`config.mk`:
```
export PLATFORM = sky130hd
export DESIGN_NAME = uhi_irq_ptr
export DESIGN_NICKNAME = d
export VERILOG_FILES = /design/src/uhi_pkg.sv /design/src/uhi_irq_ptr.sv
export SDC_FILE = /design/constraint.sdc
export NUM_CORES = 1
export LEC_CHECK = 0
export BUFFER_PORTS_ARGS = -buffer_cell sky130_fd_sc_hd__buf_2
export CAP_MARGIN = 20
export CORE_MARGIN = 3
export CORE_UTILIZATION = 30
export CTS_CLUSTER_DIAMETER = 100
export DETAILED_ROUTE_END_ITERATION = 8
export HOLD_SLACK_MARGIN = 0.02
export PLACE_DENSITY = 0.6
export SETUP_SLACK_MARGIN = 0.15
export SYNTH_ARGS = -nofsm -noshare
export SYNTH_HDL_FRONTEND = slang
export SYNTH_SLANG_ARGS = --single-unit
```
`constraint.sdc`:
```
create_clock -name mclk -period 2.9 [get_ports mclk]
set_input_delay 0.145 -clock mclk [delete_from_list [all_inputs] [get_ports mclk]]
set_output_delay 0.145 -clock mclk [all_outputs]
set_load 0.05 [all_outputs]
```
`src/uhi_pkg.sv`:
```
// Constants for the host controller event and list-pointer block
// Summary of operation
// - Ownership change request sets ownership status; enabled, it raises management interrupt at once.
// - Without a management interrupt pin the ownership status bit always reads zero.
// - Any root hub or downstream port state change sets the root hub change bit.
// - Frame number top bit toggling, after shared copy update, sets frame overflow bit.
// - System error sets unrecoverable bit and halts processing; software clears after reset.
// - Resume bit sets on rising device resume signalling, not on software resume state.
// - At frame start, after shared update, set start-of-frame bit and emit token together; while halted the bit sets but the token is withheld.
// - Set done-head bit after writeback; no further writeback until software clears it.
// - Schedule overrun sets overrun bit after frame update and increments overrun counter.
// - Host interrupt only when status bit, its enable and master enable are all set.
// - Enable register write sets bits written one; read returns current enable value.
// - Disable register write clears enable bits written one; read returns enable value.
// - Master enable resets to one, following the description over the printed zero.
// - Communication base low eight bits read zero, giving 256-byte alignment.
// - Periodic current pointer updates after each periodic descriptor; readable any time.
// - Control head pointer holds a 28-bit descriptor address, low bits reserved.
// - Pointer partition is seven 32-bit registers at base 0x1000 plus offset.
// - Status bits clear only by software writing one; hardware never clears them.
// - Two-bit overrun counter starts at zero, wraps, increments even if bit already set.
package uhi_pkg;

	localparam int ADDR_W = 16;

	// Register byte addresses
	localparam logic [15:0] OFF_CMD_STATUS  = 16'h1008;
	localparam logic [15:0] OFF_EVT_STATUS  = 16'h100c;
	localparam logic [15:0] OFF_EN_SET      = 16'h1010;
	localparam logic [15:0] OFF_EN_CLEAR    = 16'h1014;
	localparam logic [15:0] OFF_COMM_BASE   = 16'h1018;
	localparam logic [15:0] OFF_PERIOD_CUR  = 16'h101c;
	localparam logic [15:0] OFF_CTRL_HEAD   = 16'h1020;
	localparam logic [15:0] OFF_CTRL_CUR    = 16'h1024;
	localparam logic [15:0] OFF_BULK_HEAD   = 16'h1028;
	localparam logic [15:0] OFF_BULK_CUR    = 16'h102c;
	localparam logic [15:0] OFF_DONE_HEAD   = 16'h1030;

	// Event bit positions (shared by status and enable, except master bit 31 in enable only)
	localparam int BIT_MASTER   = 31;
	localparam int BIT_OWNER    = 30;
	localparam int BIT_ROOTHUB  = 6;
	localparam int BIT_FRAMEOVF = 5;
	localparam int BIT_UNRECOV  = 4;
	localparam int BIT_RESUME   = 3;
	localparam int BIT_SOF      = 2;
	localparam int BIT_DONEHEAD = 1;
	localparam int BIT_OVERRUN  = 0;

	// Command status fields
	localparam int BIT_OWN_REQ  = 3;
	localparam int OVR_CNT_LSB  = 16;
	localparam int OVR_CNT_W    = 2;

	// Writable masks
	localparam logic [31:0] EVT_MASK     = 32'h4000_007f;
	localparam logic [31:0] EN_MASK      = 32'hc000_007f;
	localparam logic [31:0] COMM_MASK    = 32'hffff_ff00;
	localparam logic [31:0] PTR_MASK     = 32'hffff_fff0;

	// Values after reset
	localparam logic [31:0] EVT_RST      = 32'h0000_0000;
	localparam logic [31:0] EN_RST       = 32'h8000_0000;
	localparam logic [31:0] PTR_RST      = 32'h0000_0000;
	localparam logic [1:0]  OVR_CNT_RST  = 2'h0;

endpackage

```
`src/uhi_irq_ptr.sv`:
```
// Event status, interrupt enables and list pointers behind an APB slave
module uhi_irq_ptr #(
	parameter bit HAS_MGMT_PIN = 1'b1
) (
	// Clock and reset
	input  wire logic        mclk,
	input  wire logic        reset_n,
	// APB slave
	input  wire logic        psel,
	input  wire logic        penable,
	input  wire logic        pwrite,
	input  wire logic [15:0] paddr,
	input  wire logic [31:0] pwdata,
	input  wire logic [3:0]  pstrb,
	output logic      [31:0] prdata,
	output logic             pready,
	output logic             pslverr,
	// Controller core events
	input  wire logic        rootHubChange,
	input  wire logic        frameNumberTop,
	input  wire logic        sharedFrameWritten,
	input  wire logic        scheduleOverrun,
	input  wire logic        systemError,
	input  wire logic        resumeStateSelected,
	input  wire logic        ownershipDone,
	// Done queue
	input  wire logic        transferDone,
	input  wire logic [31:0] transferAddr,
	input  wire logic        sharedDonePointerWritten,
	output logic             doneWritebackAllowed,
	// Periodic list progress
	input  wire logic        periodicDescDone,
	input  wire logic [31:0] periodicDescAddr,
	// Downstream resume signalling pin
	input  wire logic        resumeSignal,
	// Results
	output logic             hostIrq,
	output logic             systemManagementIrq,
	output logic             startOfFrameToken,
	output logic             processingHalted,
	output logic [31:0]      commAreaBase,
	output logic [31:0]      controlListHead,
	output logic [31:0]      controlListCurrent,
	output logic [31:0]      bulkListHead,
	output logic [31:0]      bulkListCurrent,
	output logic [31:0]      lastDoneTransfer
);

	// Register state
	logic [31:0] evtStatus_q;
	logic [31:0] evtStatus_d;
	logic [31:0] irqEnable_q;
	logic [31:0] irqEnable_d;
	logic        ownReq_q;
	logic [1:0]  ovrCount_q;
	logic [31:0] commBase_q;
	logic [31:0] periodCur_q;
	logic [31:0] ctrlHead_q;
	logic [31:0] ctrlCur_q;
	logic [31:0] bulkHead_q;
	logic [31:0] bulkCur_q;
	logic [31:0] doneHead_q;
	logic [31:0] rdata_q;
	logic        frameTop_q;
	logic        resumeMeta_q;
	logic        resumeSync_q;
	logic        resumeLast_q;

	logic        setupPhase;
	logic        wrStrobe;
	logic [31:0] wMask;
	logic [31:0] wBits;
	logic [31:0] evtSet;
	logic [31:0] evtClr;
	logic        resumeRise;
	logic        ownerLive;
	logic [31:0] rdMux;
	logic        wrCmd;
	logic        wrEvt;
	logic        wrEnSet;
	logic        wrEnClr;
	logic        wrComm;
	logic        wrCtrlHead;
	logic        wrCtrlCur;
	logic        wrBulkHead;
	logic        wrBulkCur;

	// Byte-lane mask from write strobes
	function automatic logic [31:0] laneMask(input logic [3:0] strb);
		logic [31:0] m;
		m = '0;
		for (int i = 0; i < 4; i++) begin
			m[i*8 +: 8] = {8{strb[i]}};
		end
		return m;
	endfunction

	// Address hit on a given register
	function automatic logic hit(input logic [15:0] a, input logic [15:0] off);
		return a == off;
	endfunction

	// Known register offset
	function automatic logic mapped(input logic [15:0] a);
		return hit(a, uhi_pkg::OFF_CMD_STATUS) || hit(a, uhi_pkg::OFF_EVT_STATUS)
			|| hit(a, uhi_pkg::OFF_EN_SET) || hit(a, uhi_pkg::OFF_EN_CLEAR)
			|| hit(a, uhi_pkg::OFF_COMM_BASE) || hit(a, uhi_pkg::OFF_PERIOD_CUR)
			|| hit(a, uhi_pkg::OFF_CTRL_HEAD) || hit(a, uhi_pkg::OFF_CTRL_CUR)
			|| hit(a, uhi_pkg::OFF_BULK_HEAD) || hit(a, uhi_pkg::OFF_BULK_CUR)
			|| hit(a, uhi_pkg::OFF_DONE_HEAD);
	endfunction

	// Bus handshake: zero wait states
	assign setupPhase = psel && !penable;
	assign pready     = psel && penable;
	assign pslverr    = psel && penable && !mapped(paddr);
	assign wrStrobe   = psel && penable && pwrite;
	assign wMask      = laneMask(pstrb);
	assign wBits      = pwdata & wMask;
	assign prdata     = rdata_q;

	// Per-register write decode
	assign wrCmd      = wrStrobe && hit(paddr, uhi_pkg::OFF_CMD_STATUS);
	assign wrEvt      = wrStrobe && hit(paddr, uhi_pkg::OFF_EVT_STATUS);
	assign wrEnSet    = wrStrobe && hit(paddr, uhi_pkg::OFF_EN_SET);
	assign wrEnClr    = wrStrobe && hit(paddr, uhi_pkg::OFF_EN_CLEAR);
	assign wrComm     = wrStrobe && hit(paddr, uhi_pkg::OFF_COMM_BASE);
	assign wrCtrlHead = wrStrobe && hit(paddr, uhi_pkg::OFF_CTRL_HEAD);
	assign wrCtrlCur  = wrStrobe && hit(paddr, uhi_pkg::OFF_CTRL_CUR);
	assign wrBulkHead = wrStrobe && hit(paddr, uhi_pkg::OFF_BULK_HEAD);
	assign wrBulkCur  = wrStrobe && hit(paddr, uhi_pkg::OFF_BULK_CUR);

	// Resume pin synchroniser
	always_ff @(posedge mclk) begin
		if (!reset_n) begin
			resumeMeta_q <= 1'b0;
			resumeSync_q <= 1'b0;
			resumeLast_q <= 1'b0;
		end else begin
			resumeMeta_q <= resumeSignal;
			resumeSync_q <= resumeMeta_q;
			resumeLast_q <= resumeSync_q;
		end
	end

	assign resumeRise = resumeSync_q && !resumeLast_q && !resumeStateSelected;

	// Frame number top bit tracker, sampled at shared copy update
	always_ff @(posedge mclk) begin
		if (!reset_n) begin
			frameTop_q <= 1'b0;
		end else if (sharedFrameWritten) begin
			frameTop_q <= frameNumberTop;
		end
	end

	assign ownerLive = HAS_MGMT_PIN && ownReq_q;

	// Event sources
	always_comb begin
		evtSet = '0;
		evtSet[uhi_pkg::BIT_OWNER]    = ownerLive;
		evtSet[uhi_pkg::BIT_ROOTHUB]  = rootHubChange;
		evtSet[uhi_pkg::BIT_FRAMEOVF] = sharedFrameWritten && (frameNumberTop != frameTop_q);
		evtSet[uhi_pkg::BIT_UNRECOV]  = systemError;
		evtSet[uhi_pkg::BIT_RESUME]   = resumeRise;
		evtSet[uhi_pkg::BIT_SOF]      = sharedFrameWritten;
		evtSet[uhi_pkg::BIT_DONEHEAD] = sharedDonePointerWritten && !evtStatus_q[uhi_pkg::BIT_DONEHEAD];
		evtSet[uhi_pkg::BIT_OVERRUN]  = scheduleOverrun && sharedFrameWritten;
	end

	// Write-one-to-clear, set wins over clear
	assign evtClr = wrEvt ? wBits : '0;

	always_comb begin
		evtStatus_d = ((evtStatus_q & ~evtClr) | evtSet) & uhi_pkg::EVT_MASK;
		if (!HAS_MGMT_PIN) begin
			evtStatus_d[uhi_pkg::BIT_OWNER] = 1'b0;
		end
	end

	always_ff @(posedge mclk) begin
		if (!reset_n) begin
			evtStatus_q <= uhi_pkg::EVT_RST;
		end else begin
			evtStatus_q <= evtStatus_d;
		end
	end

	// Enable register with set and clear aliases
	always_comb begin
		irqEnable_d = irqEnable_q;
		if (wrEnSet) begin
			irqEnable_d = irqEnable_q | (wBits & uhi_pkg::EN_MASK);
		end else if (wrEnClr) begin
			irqEnable_d = irqEnable_q & ~(wBits & uhi_pkg::EN_MASK);
		end
	end

	always_ff @(posedge mclk) begin
		if (!reset_n) begin
			irqEnable_q <= uhi_pkg::EN_RST;
		end else begin
			irqEnable_q <= irqEnable_d;
		end
	end

	// Ownership request
	always_ff @(posedge mclk) begin
		if (!reset_n) begin
			ownReq_q <= 1'b0;
		end else if (wrCmd && wBits[uhi_pkg::BIT_OWN_REQ]) begin
			ownReq_q <= 1'b1;
		end else if (ownershipDone) begin
			ownReq_q <= 1'b0;
		end
	end

	// Overrun counter
	always_ff @(posedge mclk) begin
		if (!reset_n) begin
			ovrCount_q <= uhi_pkg::OVR_CNT_RST;
		end else if (evtSet[uhi_pkg::BIT_OVERRUN]) begin
			ovrCount_q <= ovrCount_q + 2'h1;
		end
	end

	// Communication base
	always_ff @(posedge mclk) begin
		if (!reset_n) begin
			commBase_q <= uhi_pkg::PTR_RST;
		end else if (wrComm) begin
			commBase_q <= ((commBase_q & ~wMask) | wBits) & uhi_pkg::COMM_MASK;
		end
	end

	// Periodic current pointer, hardware owned
	always_ff @(posedge mclk) begin
		if (!reset_n) begin
			periodCur_q <= uhi_pkg::PTR_RST;
		end else if (periodicDescDone) begin
			periodCur_q <= periodicDescAddr & uhi_pkg::PTR_MASK;
		end
	end

	// Control list head
	always_ff @(posedge mclk) begin
		if (!reset_n) begin
			ctrlHead_q <= uhi_pkg::PTR_RST;
		end else if (wrCtrlHead) begin
			ctrlHead_q <= ((ctrlHead_q & ~wMask) | wBits) & uhi_pkg::PTR_MASK;
		end
	end

	// Control list current
	always_ff @(posedge mclk) begin
		if (!reset_n) begin
			ctrlCur_q <= uhi_pkg::PTR_RST;
		end else if (wrCtrlCur) begin
			ctrlCur_q <= ((ctrlCur_q & ~wMask) | wBits) & uhi_pkg::PTR_MASK;
		end
	end

	// Bulk list head
	always_ff @(posedge mclk) begin
		if (!reset_n) begin
			bulkHead_q <= uhi_pkg::PTR_RST;
		end else if (wrBulkHead) begin
			bulkHead_q <= ((bulkHead_q & ~wMask) | wBits) & uhi_pkg::PTR_MASK;
		end
	end

	// Bulk list current
	always_ff @(posedge mclk) begin
		if (!reset_n) begin
			bulkCur_q <= uhi_pkg::PTR_RST;
		end else if (wrBulkCur) begin
			bulkCur_q <= ((bulkCur_q & ~wMask) | wBits) & uhi_pkg::PTR_MASK;
		end
	end

	// Done head: loaded per finished transfer, zeroed on writeback
	always_ff @(posedge mclk) begin
		if (!reset_n) begin
			doneHead_q <= uhi_pkg::PTR_RST;
		end else if (evtSet[uhi_pkg::BIT_DONEHEAD]) begin
			doneHead_q <= uhi_pkg::PTR_RST;
		end else if (transferDone) begin
			doneHead_q <= transferAddr & uhi_pkg::PTR_MASK;
		end
	end

	// Read multiplexer
	always_comb begin
		rdMux = '0;
		unique case (1'b1)
			hit(paddr, uhi_pkg::OFF_CMD_STATUS): begin
				rdMux[uhi_pkg::OVR_CNT_LSB +: uhi_pkg::OVR_CNT_W] = ovrCount_q;
				rdMux[uhi_pkg::BIT_OWN_REQ] = ownReq_q;
			end
			hit(paddr, uhi_pkg::OFF_EVT_STATUS): rdMux = evtStatus_q;
			hit(paddr, uhi_pkg::OFF_EN_SET):     rdMux = irqEnable_q;
			hit(paddr, uhi_pkg::OFF_EN_CLEAR):   rdMux = irqEnable_q;
			hit(paddr, uhi_pkg::OFF_COMM_BASE):  rdMux = commBase_q;
			hit(paddr, uhi_pkg::OFF_PERIOD_CUR): rdMux = periodCur_q;
			hit(paddr, uhi_pkg::OFF_CTRL_HEAD):  rdMux = ctrlHead_q;
			hit(paddr, uhi_pkg::OFF_CTRL_CUR):   rdMux = ctrlCur_q;
			hit(paddr, uhi_pkg::OFF_BULK_HEAD):  rdMux = bulkHead_q;
			hit(paddr, uhi_pkg::OFF_BULK_CUR):   rdMux = bulkCur_q;
			hit(paddr, uhi_pkg::OFF_DONE_HEAD):  rdMux = doneHead_q;
			default:                             rdMux = '0;
		endcase
	end

	// Read data captured in setup phase
	always_ff @(posedge mclk) begin
		if (!reset_n) begin
			rdata_q <= '0;
		end else if (setupPhase && !pwrite) begin
			rdata_q <= rdMux;
		end
	end

	// Interrupt outputs
	assign hostIrq = irqEnable_q[uhi_pkg::BIT_MASTER]
		&& |(evtStatus_q & irqEnable_q & uhi_pkg::EVT_MASK);
	assign systemManagementIrq = evtStatus_q[uhi_pkg::BIT_OWNER]
		&& irqEnable_q[uhi_pkg::BIT_OWNER];

	// Core-facing outputs
	// Token withheld while halted
	assign startOfFrameToken    = evtSet[uhi_pkg::BIT_SOF]
		&& !evtStatus_q[uhi_pkg::BIT_UNRECOV];
	assign processingHalted     = evtStatus_q[uhi_pkg::BIT_UNRECOV];
	assign doneWritebackAllowed = !evtStatus_q[uhi_pkg::BIT_DONEHEAD];
	assign commAreaBase         = commBase_q;
	assign controlListHead      = ctrlHead_q;
	assign controlListCurrent   = ctrlCur_q;
	assign bulkListHead         = bulkHead_q;
	assign bulkListCurrent      = bulkCur_q;
	assign lastDoneTransfer     = doneHead_q;

endmodule // uhi_irq_ptr

```
==> results of run 1 <==
-- cell type report --
cell class	instances	area, sq um	area share
Multi-Input combinational cell	909	5790	0.373
Sequential cell	248	4960	0.320
Timing Repair Buffer	488	3210	0.207
Clock buffer	35	788	0.0508
Tap cell	468	586	0.0377
Clock inverter	17	158	0.0102
Inverter	6	22.5	0.00145
Antenna cell	4	10.0	0.000645
-- critical path: cells and delay by family --
family | cells | cell delay, ps
AOI/OAI and AO/OA | 2 | 380
and+or+nand+nor | 3 | 1320
buffers and inverters | 3 | 890
-- cells in the mapped netlist (5+ instances only) --
cell and number:
a21boi_0 23, a21boi_1 116, a222oi_1 28, a22o_1 29, a22oi_1 53, and2_1 9, buf_2 20, buf_4 36
clkbuf_1 43, dfxtp_1 248, inv_1 6, mux2i_1 62, nand2_1 306, nand3_1 46, nand4_1 10, nor2_1 37
nor2_4 15, nor2b_1 35, nor3_1 6, nor4_1 11, nor4_2 9, nor4_4 8, o211a_1 6, o21a_1 6
o21ai_0 8, or4_1 6, or4_4 5
-- per-layer routing --
| layer | GRT usage | wire [microns] | vias up |
|---|---|---|---|
| met5 | 0 | 20 | - |
| met4 | 0.0859 | 1910 | 2 |
| met3 | 0.0531 | 4250 | 107 |
| met2 | 0.365 | 21800 | 575 |
| met1 | 0.304 | 19800 | 5411 |
| li1 | - | - | 5281 |
-- power by group through the flow --
| stage | clock, mW | sequential, mW | combinational, mW |
|---|---|---|---|
| 3_3_place_gp | 0 | 3.58 | 0.631 |
| 2_1_floorplan | 0 | 3.64 | 0.361 |
| 3_5_place_dp | 0 | 3.58 | 0.643 |
| 4_1_cts | 3.71 | 3.51 | 0.757 |
| 6_report | 3.64 | 3.51 | 0.762 |
| 5_1_grt | 3.86 | 3.51 | 0.814 |
-- worst min-delay path by stage --
stage	startpoint	end	slack, ps	cells past startpoint
CTS	pwdata[1]	flop	30	5
global placement	resumeSignal	resumeMeta_q	360	2
finish	pwdata[1]	flop	60	5
floorplan	sharedFrameWritten	evtStatus_q[2]	270	1
detailed placement	resumeSignal	resumeMeta_q	360	2
global route	pwdata[1]	flop	70	4
-- logic make-up after synthesis --
group           after synthesis  synth area share
simple gates                525             0.241
buf+inv                     110            0.0532
mux                          62            0.0555
other cells                   1          0.000335
flops                       248             0.444
compound gates              291             0.204
xor+xnor                      3           0.00235
-- repair_timing --
item / CTS / global route
resized for setup: 0 / 0
hold endpoints to repair: 214 / 0
hold buffers: 106 / 0
-- through the flow --
stage | util | worst slack (ps) | hold slack, ps | cells
after floorplan | - | 569 | 269 | 1267
after global placement | 0.367 | 162 | 358 | 2012
after detailed placement | 0.368 | 141 | 362 | 2013
after CTS | 0.423 | 587 | 27.7 | 2171
after global routing | 0.423 | 509 | 66.6 | 2175
final | 0.423 | 555 | 56.8 | 2175
==> results.ini, run 1 <==
[status]
outcome=finished, final reports clean

[clock_network]
cts_root_buf=clkbuf_16
cts.sinks=248
cts_buffers=29
htreeDepth=1
post_cts_buffers=0
cts_tree=yes
clk_latency_ps=550
cts_buffer_depth=3
clkTransAtPathRegs_ps=60

[worst_setup_path]
cpMostUsedCell=o21a_1
required_ps=3330
crit_path_end=evtStatus_q[2]
ff2ff_path_depth=5
start_kind=input pin
critPathCaptureType=flop
crit_slowest_cell=or4_2
startpoint=paddr[8]
cp_cell_sequence=buf_2 > or4_2 > buf_12 > nor4_4 > nand2_1 > o21a_1 > o21a_1 > dlygate4sd3_1
r2r-end=prdata[4]
path_max_fanout=36
cp.arrival_ps=2780
worstSetupPathType=in -> reg
critPathMaxStageDelay_ps=720
r2r_slack_ps=1360
r2r-start=evtStatus_q[4]

[power]
finalPower_mw=7.91
ir_drop_mv=0.468
swShare=0.257
p_leak_nw=6.64
p_per_area_nw_per_um2=509
p_int_mw=5.88
power.share.clock=0.460
p_seq_frac=0.443
p_sw_mw=2.03
pwr-share-comb=0.096

[timing]
min_period_ps=2350
maxSlewViolCount=0
fmax_mhz=426
relSlewSlack=0.417
setup_viol_count_final=0
tightestPinTransition_ps=874
rsz0062_at_grt=false
clock_skew_ps=9.69
setup_tns_ps=0
final_hold_viol_count=0
finalCritPeriodShare=0.809

[grt]
track_usage=0.229
grt_max_degree=98
grt_overflow_total=0
antenna_found_initial=5
grt_pass1_vias=10900
grt_pass1_wl_microns=68700

[layout]
final_common_cell=buf_2
layout.nets=1814
final_cell_area_sq_um=15500
area_delta_synth_final_pct=38.8
nFillCells=3612
layout_common_cells=buf_2 (325), nand2_1 (306), dfxtp_1 (248)
drive_above_1_share=0.280

[logic_synthesis]
ys_ff_latch=248
synthesis.area_sq_um=11200
postSynthAreaPerCell_sq_um=9.02
ys_types=57
netlist_instances=1240
ys_warn_count=0
ys_seq_area_frac=0.444
synth_ff_type=dfxtp_1
synth_area_leaders=dfxtp_1 (44%), nand2_1 (10%), a21boi_1 (7.8%)
synth_top_area_cell=dfxtp_1
synth_top_area_frac=0.444
synth_edf_count=0
synthArstFlopShare=0

[routing]
drc=0
dr.pass1.iters=7
drtAntennaViolNets=0
vias=11400
drt_iter0_markers=807
drt-total-wl_microns=47800
viasPerCell=5.23
wl_per_cell_microns=22.0

[floorplan]
die-height_microns=199
dieArea_sq_um=39600
num_io_pins=363
core-area_sq_um=36700
die_w_microns=199
start_util=0.305
rows=70

[flow_run]
cap_viol_max_count=0

[placed_design]
routabilityCongestion=0.857
portBuffers=326
dpl-instance-area_sq_um=13500
hpwlAfterDp_microns=33700

[hold_path]
hold_path_class=in -> reg

(Power assumes the default switching activity.)
==> run 2, diff against run 1 <==
==> constraint.sdc (replaced) <==
create_clock -name mclk -period 2.2 [get_ports mclk]
set_input_delay 0.11 -clock mclk [delete_from_list [all_inputs] [get_ports mclk]]
set_output_delay 0.11 -clock mclk [all_outputs]
set_load 0.05 [all_outputs]
==> results.ini, run 2 (synthesis gave the netlist of run 1 again) <==
[floorplan]
die_w_microns=199
core-area_sq_um=36700
num_io_pins=363
rows=70
start_util=0.305
die-height_microns=199
dieArea_sq_um=39600

[routing]
wl_met1_microns=19700
drt-total-wl_microns=48200
viasPerCell=5.15
route.met2.wl_microns=22600
wl_met3_microns=3910
dr.pass1.iters=7
routed.top_layer=met4
drt_iter0_markers=860
wl_per_cell_microns=21.2
vias=11700
drtAntennaViolNets=0
drc=0

[grt]
track_usage=0.233
grt_pass1_vias=11400
antenna_found_initial=4
grt_max_degree=104
grt_pass1_wl_microns=70200
grt_overflow_total=0

[power]
p_leak_nw=7.22
ir_drop_mv=0.495
p_per_area_nw_per_um2=627

[timing]
fmax_mhz=497
rsz0062_at_grt=true
clock_skew_ps=15.6
tightestPinTransition_ps=1060
finalCritPeriodShare=0.914
final_hold_viol_count=0
maxSlewViolCount=0
relSlewSlack=0.293
min_period_ps=2010
setup_viol_count_final=0

[placed_design]
routabilityCongestion=0.903
portBuffers=326
hpwlAfterDp_microns=35700
dp.cells=2111
dpl-instance-area_sq_um=14500

[status]
outcome=finished, final reports clean

[worst_setup_path]
crit_buf_inv=4
start_kind=input pin
ff2ff_path_depth=3
crit_slowest_cell=or4_4
critPathCaptureType=flop
crit_family=simple AND/OR/NAND/NOR gates
crit_cells=9
critPathMaxStageDelay_ps=570
worstSetupPathType=in -> reg
cp_cell_sequence=buf_2 > or4_4 > buf_12 > buf_4 > nor4_4 > nand2_2 > o21ai_0 > a21boi_0 > dlygate4sd3_1
path_max_fanout=11
cp.arrival_ps=2460
required_ps=2640

[layout]
seq_area_sq_um=4960
drive_above_1_share=0.324
final_common_cell=buf_2
final_cell_area_sq_um=16600
layout.nets=1914
nFillCells=3550
area_delta_synth_final_pct=48.6
multi_input_area_sq_um=5820
stdcell_count=2277
layout_common_cells=buf_2 (324), nand2_1 (305), dfxtp_1 (248)

[clock_network]
cts_buffers=28
cts_root_buf=clkbuf_16
cts.sinks=248
clkTransAtPathRegs_ps=60
cts_buffer_depth=3
cts_tree=yes
clk_latency_ps=560
htreeDepth=1

[flow_run]
cap_viol_max_count=0

[hold_path]
hold_path_class=in -> reg
holdPathStages=5

-- run 2: cell types whose count changed in the layout (fill, tap and decap cells not counted), sizes merged --
cell         before  now
clkbuf           35   38
clkinv           11    8
inv               8    6
buf             382  486
dlygate4sd3     106  103
clkinvlp          2    4
diode             4    5
-- run 2: what timing repair did --
item / in CTS / in global routing
endpoints found under the setup margin: 2 / 4
setup buffers: 0 / 6
gates resized for setup: 9 / 2
hold buffers: 104 / 0
endpoints found under the hold margin: 210 / 0
gates cloned: 0 / 0
pin swaps: 0 / 3
-- run 2: path summary, 6_finish.rpt --
kind | start | end | slack [ps]
worst min-delay path | pwdata[0] | flop | 70
worst max-delay path | paddr[10] | evtStatus_q[0] | 190
worst max register to register | evtStatus_q[1] | evtStatus_q[1] | 710
worst min register to register | resumeMeta_q | resumeSync_q | 430
-- run 2: per-stage QoR --
stage | util | power, mW | hold slack, ps | setup slack, ps | setup TNS, ps
2_1_floorplan | - | 5.28 | 234 | 125 | 0
3_3_place_gp | 0.396 | 5.59 | 321 | -727 | -30960
3_5_place_dp | 0.396 | 5.59 | 324 | -633 | -32560
4_1_cts | 0.452 | 10.5 | 37.8 | 176 | 0
5_1_grt | 0.453 | 10.7 | 83.6 | 128 | 0
6_report | 0.453 | 10.4 | 66.9 | 189 | 0
-- run 2: worst reg2reg max path, delay by kind of cell (launching register included) --
| kind | cells | cell delay [ps] |
|---|---|---|
| AO/OA/AOI/OAI | 1 | 240 |
| flip-flops | 1 | 470 |
| AND/OR/NAND/NOR | 1 | 120 |
| buffers and inverters | 1 | 560 |
-- run 2: area by class of cell --
| class | instances | share of cell area |
|---|---|---|
| clock inverters | 14 | 0.00851 |
| well taps | 468 | 0.0352 |
| multi-input cells | 909 | 0.350 |
| flip-flops and latches | 248 | 0.299 |
| diodes | 5 | 0.000753 |
| clock buffers | 38 | 0.0486 |
| inverters | 6 | 0.00135 |
| repair buffers | 589 | 0.257 |
-- run 2: where the power goes --
part	leakage, nW	internal [mW]	switching (mW)
Combinational	4.75	0.418	0.608
Clock	0.462	2.81	1.97
Sequential	2.01	4.56	0.0644
Total	7.22	7.79	2.64
-- run 2: per-layer routing --
metal,track usage,vias up
li1,-,5486
met2,0.388,559
met3,0.0442,97
met1,0.300,5586
met4,0.0901,0
met5,0,-
==> run 3, diff against run 2 <==
--- a/config.mk
+++ b/config.mk
@@ -8,11 +8,11 @@
 export BUFFER_PORTS_ARGS = -buffer_cell sky130_fd_sc_hd__buf_2
 export CAP_MARGIN = 20
 export CORE_MARGIN = 3
-export CORE_UTILIZATION = 30
+export CORE_UTILIZATION = 45
 export CTS_CLUSTER_DIAMETER = 100
 export DETAILED_ROUTE_END_ITERATION = 8
 export HOLD_SLACK_MARGIN = 0.02
-export PLACE_DENSITY = 0.6
+export PLACE_DENSITY = 0.8
 export SETUP_SLACK_MARGIN = 0.15
 export SYNTH_ARGS = -nofsm -noshare
 export SYNTH_HDL_FRONTEND = slang
==> results.ini, run 3 (synthesis gave the netlist of run 1 again) <==
[routing]
viasPerCell=5.78
drt-total-wl_microns=45100
vias=12000
wl_per_cell_microns=21.8
routed.top_layer=met5
drt_iter0_markers=1643
drc=1
route.met2.wl_microns=20900
wl_met3_microns=4720
dr.pass1.iters=9
wl_met1_microns=17000
drtAntennaViolNets=0

[power]
finalPower_mw=10.4
p_int_mw=7.86
p_sw_mw=2.54
p_seq_frac=0.445
ir_drop_mv=0.541
swShare=0.244
p_per_area_nw_per_um2=660
power.share.clock=0.458
pwr-share-comb=0.098
p_leak_nw=6.85

[clock_network]
cts_root_buf=clkbuf_16
htreeDepth=1
cts_tree=yes
cts_buffers=27
clk_latency_ps=540
cts_buffer_depth=3
post_cts_buffers=0
clkTransAtPathRegs_ps=60
cts.sinks=248

[layout]
stdcell_count=2068
final_common_cell=buf_2
area_delta_synth_final_pct=40.9
layout.nets=1851
nFillCells=1938
layout_common_cells=buf_2 (324), nand2_1 (306), dfxtp_1 (248)
drive_above_1_share=0.299

[worst_setup_path]
worstSetupPathType=in -> out
cpMostUsedCell=buf_6
crit_slowest_cell=or4b_2
critPathMaxStageDelay_ps=680
crit_buf_inv=5
start_kind=input pin
crit_family=simple AND/OR/NAND/NOR gates
cp_cell_sequence=buf_2 > or4b_2 > buf_6 > buf_6 > nor4_2 > buf_4 > a211oi_2 > buf_6
cp.arrival_ps=1900
critPathCaptureType=output port
required_ps=2090
path_max_fanout=14

[grt]
grt_max_degree=90
track_usage=0.321
grt_pass1_vias=11700
grt_overflow_total=0
grt_pass1_wl_microns=67000
antenna_found_initial=8

[timing]
min_period_ps=2010
fmax_mhz=498
clock_skew_ps=16.2
final_hold_viol_count=0
tightestPinTransition_ps=1050
rsz0062_at_grt=false
maxSlewViolCount=0
relSlewSlack=0.297
setup_viol_count_final=0
setup_tns_ps=0
finalCritPeriodShare=0.913

[floorplan]
dieArea_sq_um=26800
start_util=0.459
core-area_sq_um=24400
num_io_pins=363
die_w_microns=164
die-height_microns=164
rows=57

[placed_design]
portBuffers=326
hpwlAfterDp_microns=31000
routabilityCongestion=0.905
dp.cells=1913

[status]
violations=design-rule violations
outcome=complete, but fails checks

[hold_path]
hold_path_class=in -> reg

[flow_run]
cap_viol_max_count=0

[run 3: cell count changes in the layout (fill, tap and decap cells not counted), sizes merged]
cell / change
buf: -60
clkinv: -3
clkinvlp: -3
dlygate4sd3: -2
bufinv: +1
clkbuf: +1
inv: +1
[run 3: what timing repair did]
action,in CTS,in global routing
endpoints found under the setup margin,5,1
hold buffers,101,0
endpoints found under the hold margin,209,0
resized for setup,6,4
cloned,0,0
[run 3: power groups by stage]
stage	clock, mW	sequential, mW	combinational [mW]
after detailed placement	0	4.72	0.840
after global routing	4.98	4.63	1.07
after global placement	0	4.72	0.828
after CTS	4.81	4.62	0.986
after floorplan	0	4.80	0.477
final	4.76	4.63	1.02
[run 3: cell type report]
type	instances	area, sq um	share of cell area
Sequential cell	248	4960	0.315
Clock buffer	39	811	0.0514
Timing Repair Buffer	527	3620	0.230
Clock inverter	10	131	0.00833
Multi-Input combinational cell	909	5790	0.368
Inverter	6	22.5	0.00143
Tap cell	324	405	0.0257
Antenna cell	5	12.5	0.000794
[run 3: per-stage QoR]
stage	instance area, sq um	util	hold slack [ps]	setup slack (ps)
finish	15800	0.646	87.3	192
global placement	13800	0.564	321	-578
detailed placement	13800	0.564	331	-533
CTS	15700	0.645	75.1	161
global route	15800	0.646	103	156
floorplan	11300	-	234	125
[run 3: worst reg2reg max path: stages (launching register included)]
cell      delay (ps)
dfxtp_1          350
inv_1             90
o22ai_1           70
a222oi_1         510
nand3_1          150
a22o_1           210
[run 3: final timing paths]
check / startpoint / to / slack, ps / depth (start not counted)
worst min register to register: resumeMeta_q / resumeSync_q / 440 / 1
worst max-delay path: paddr[13] / pslverr / 190 / 8
worst min-delay path: penable / prdata[1] / 90 / 5
worst max register to register: evtStatus_q[4] / prdata[4] / 710 / 5
[run 3: metal layers]
layer  up-vias  track usage
li1       5356            -
met1      5585        0.398
met2       842        0.527
met3       174       0.0657
met4         6        0.170
met5         -            0
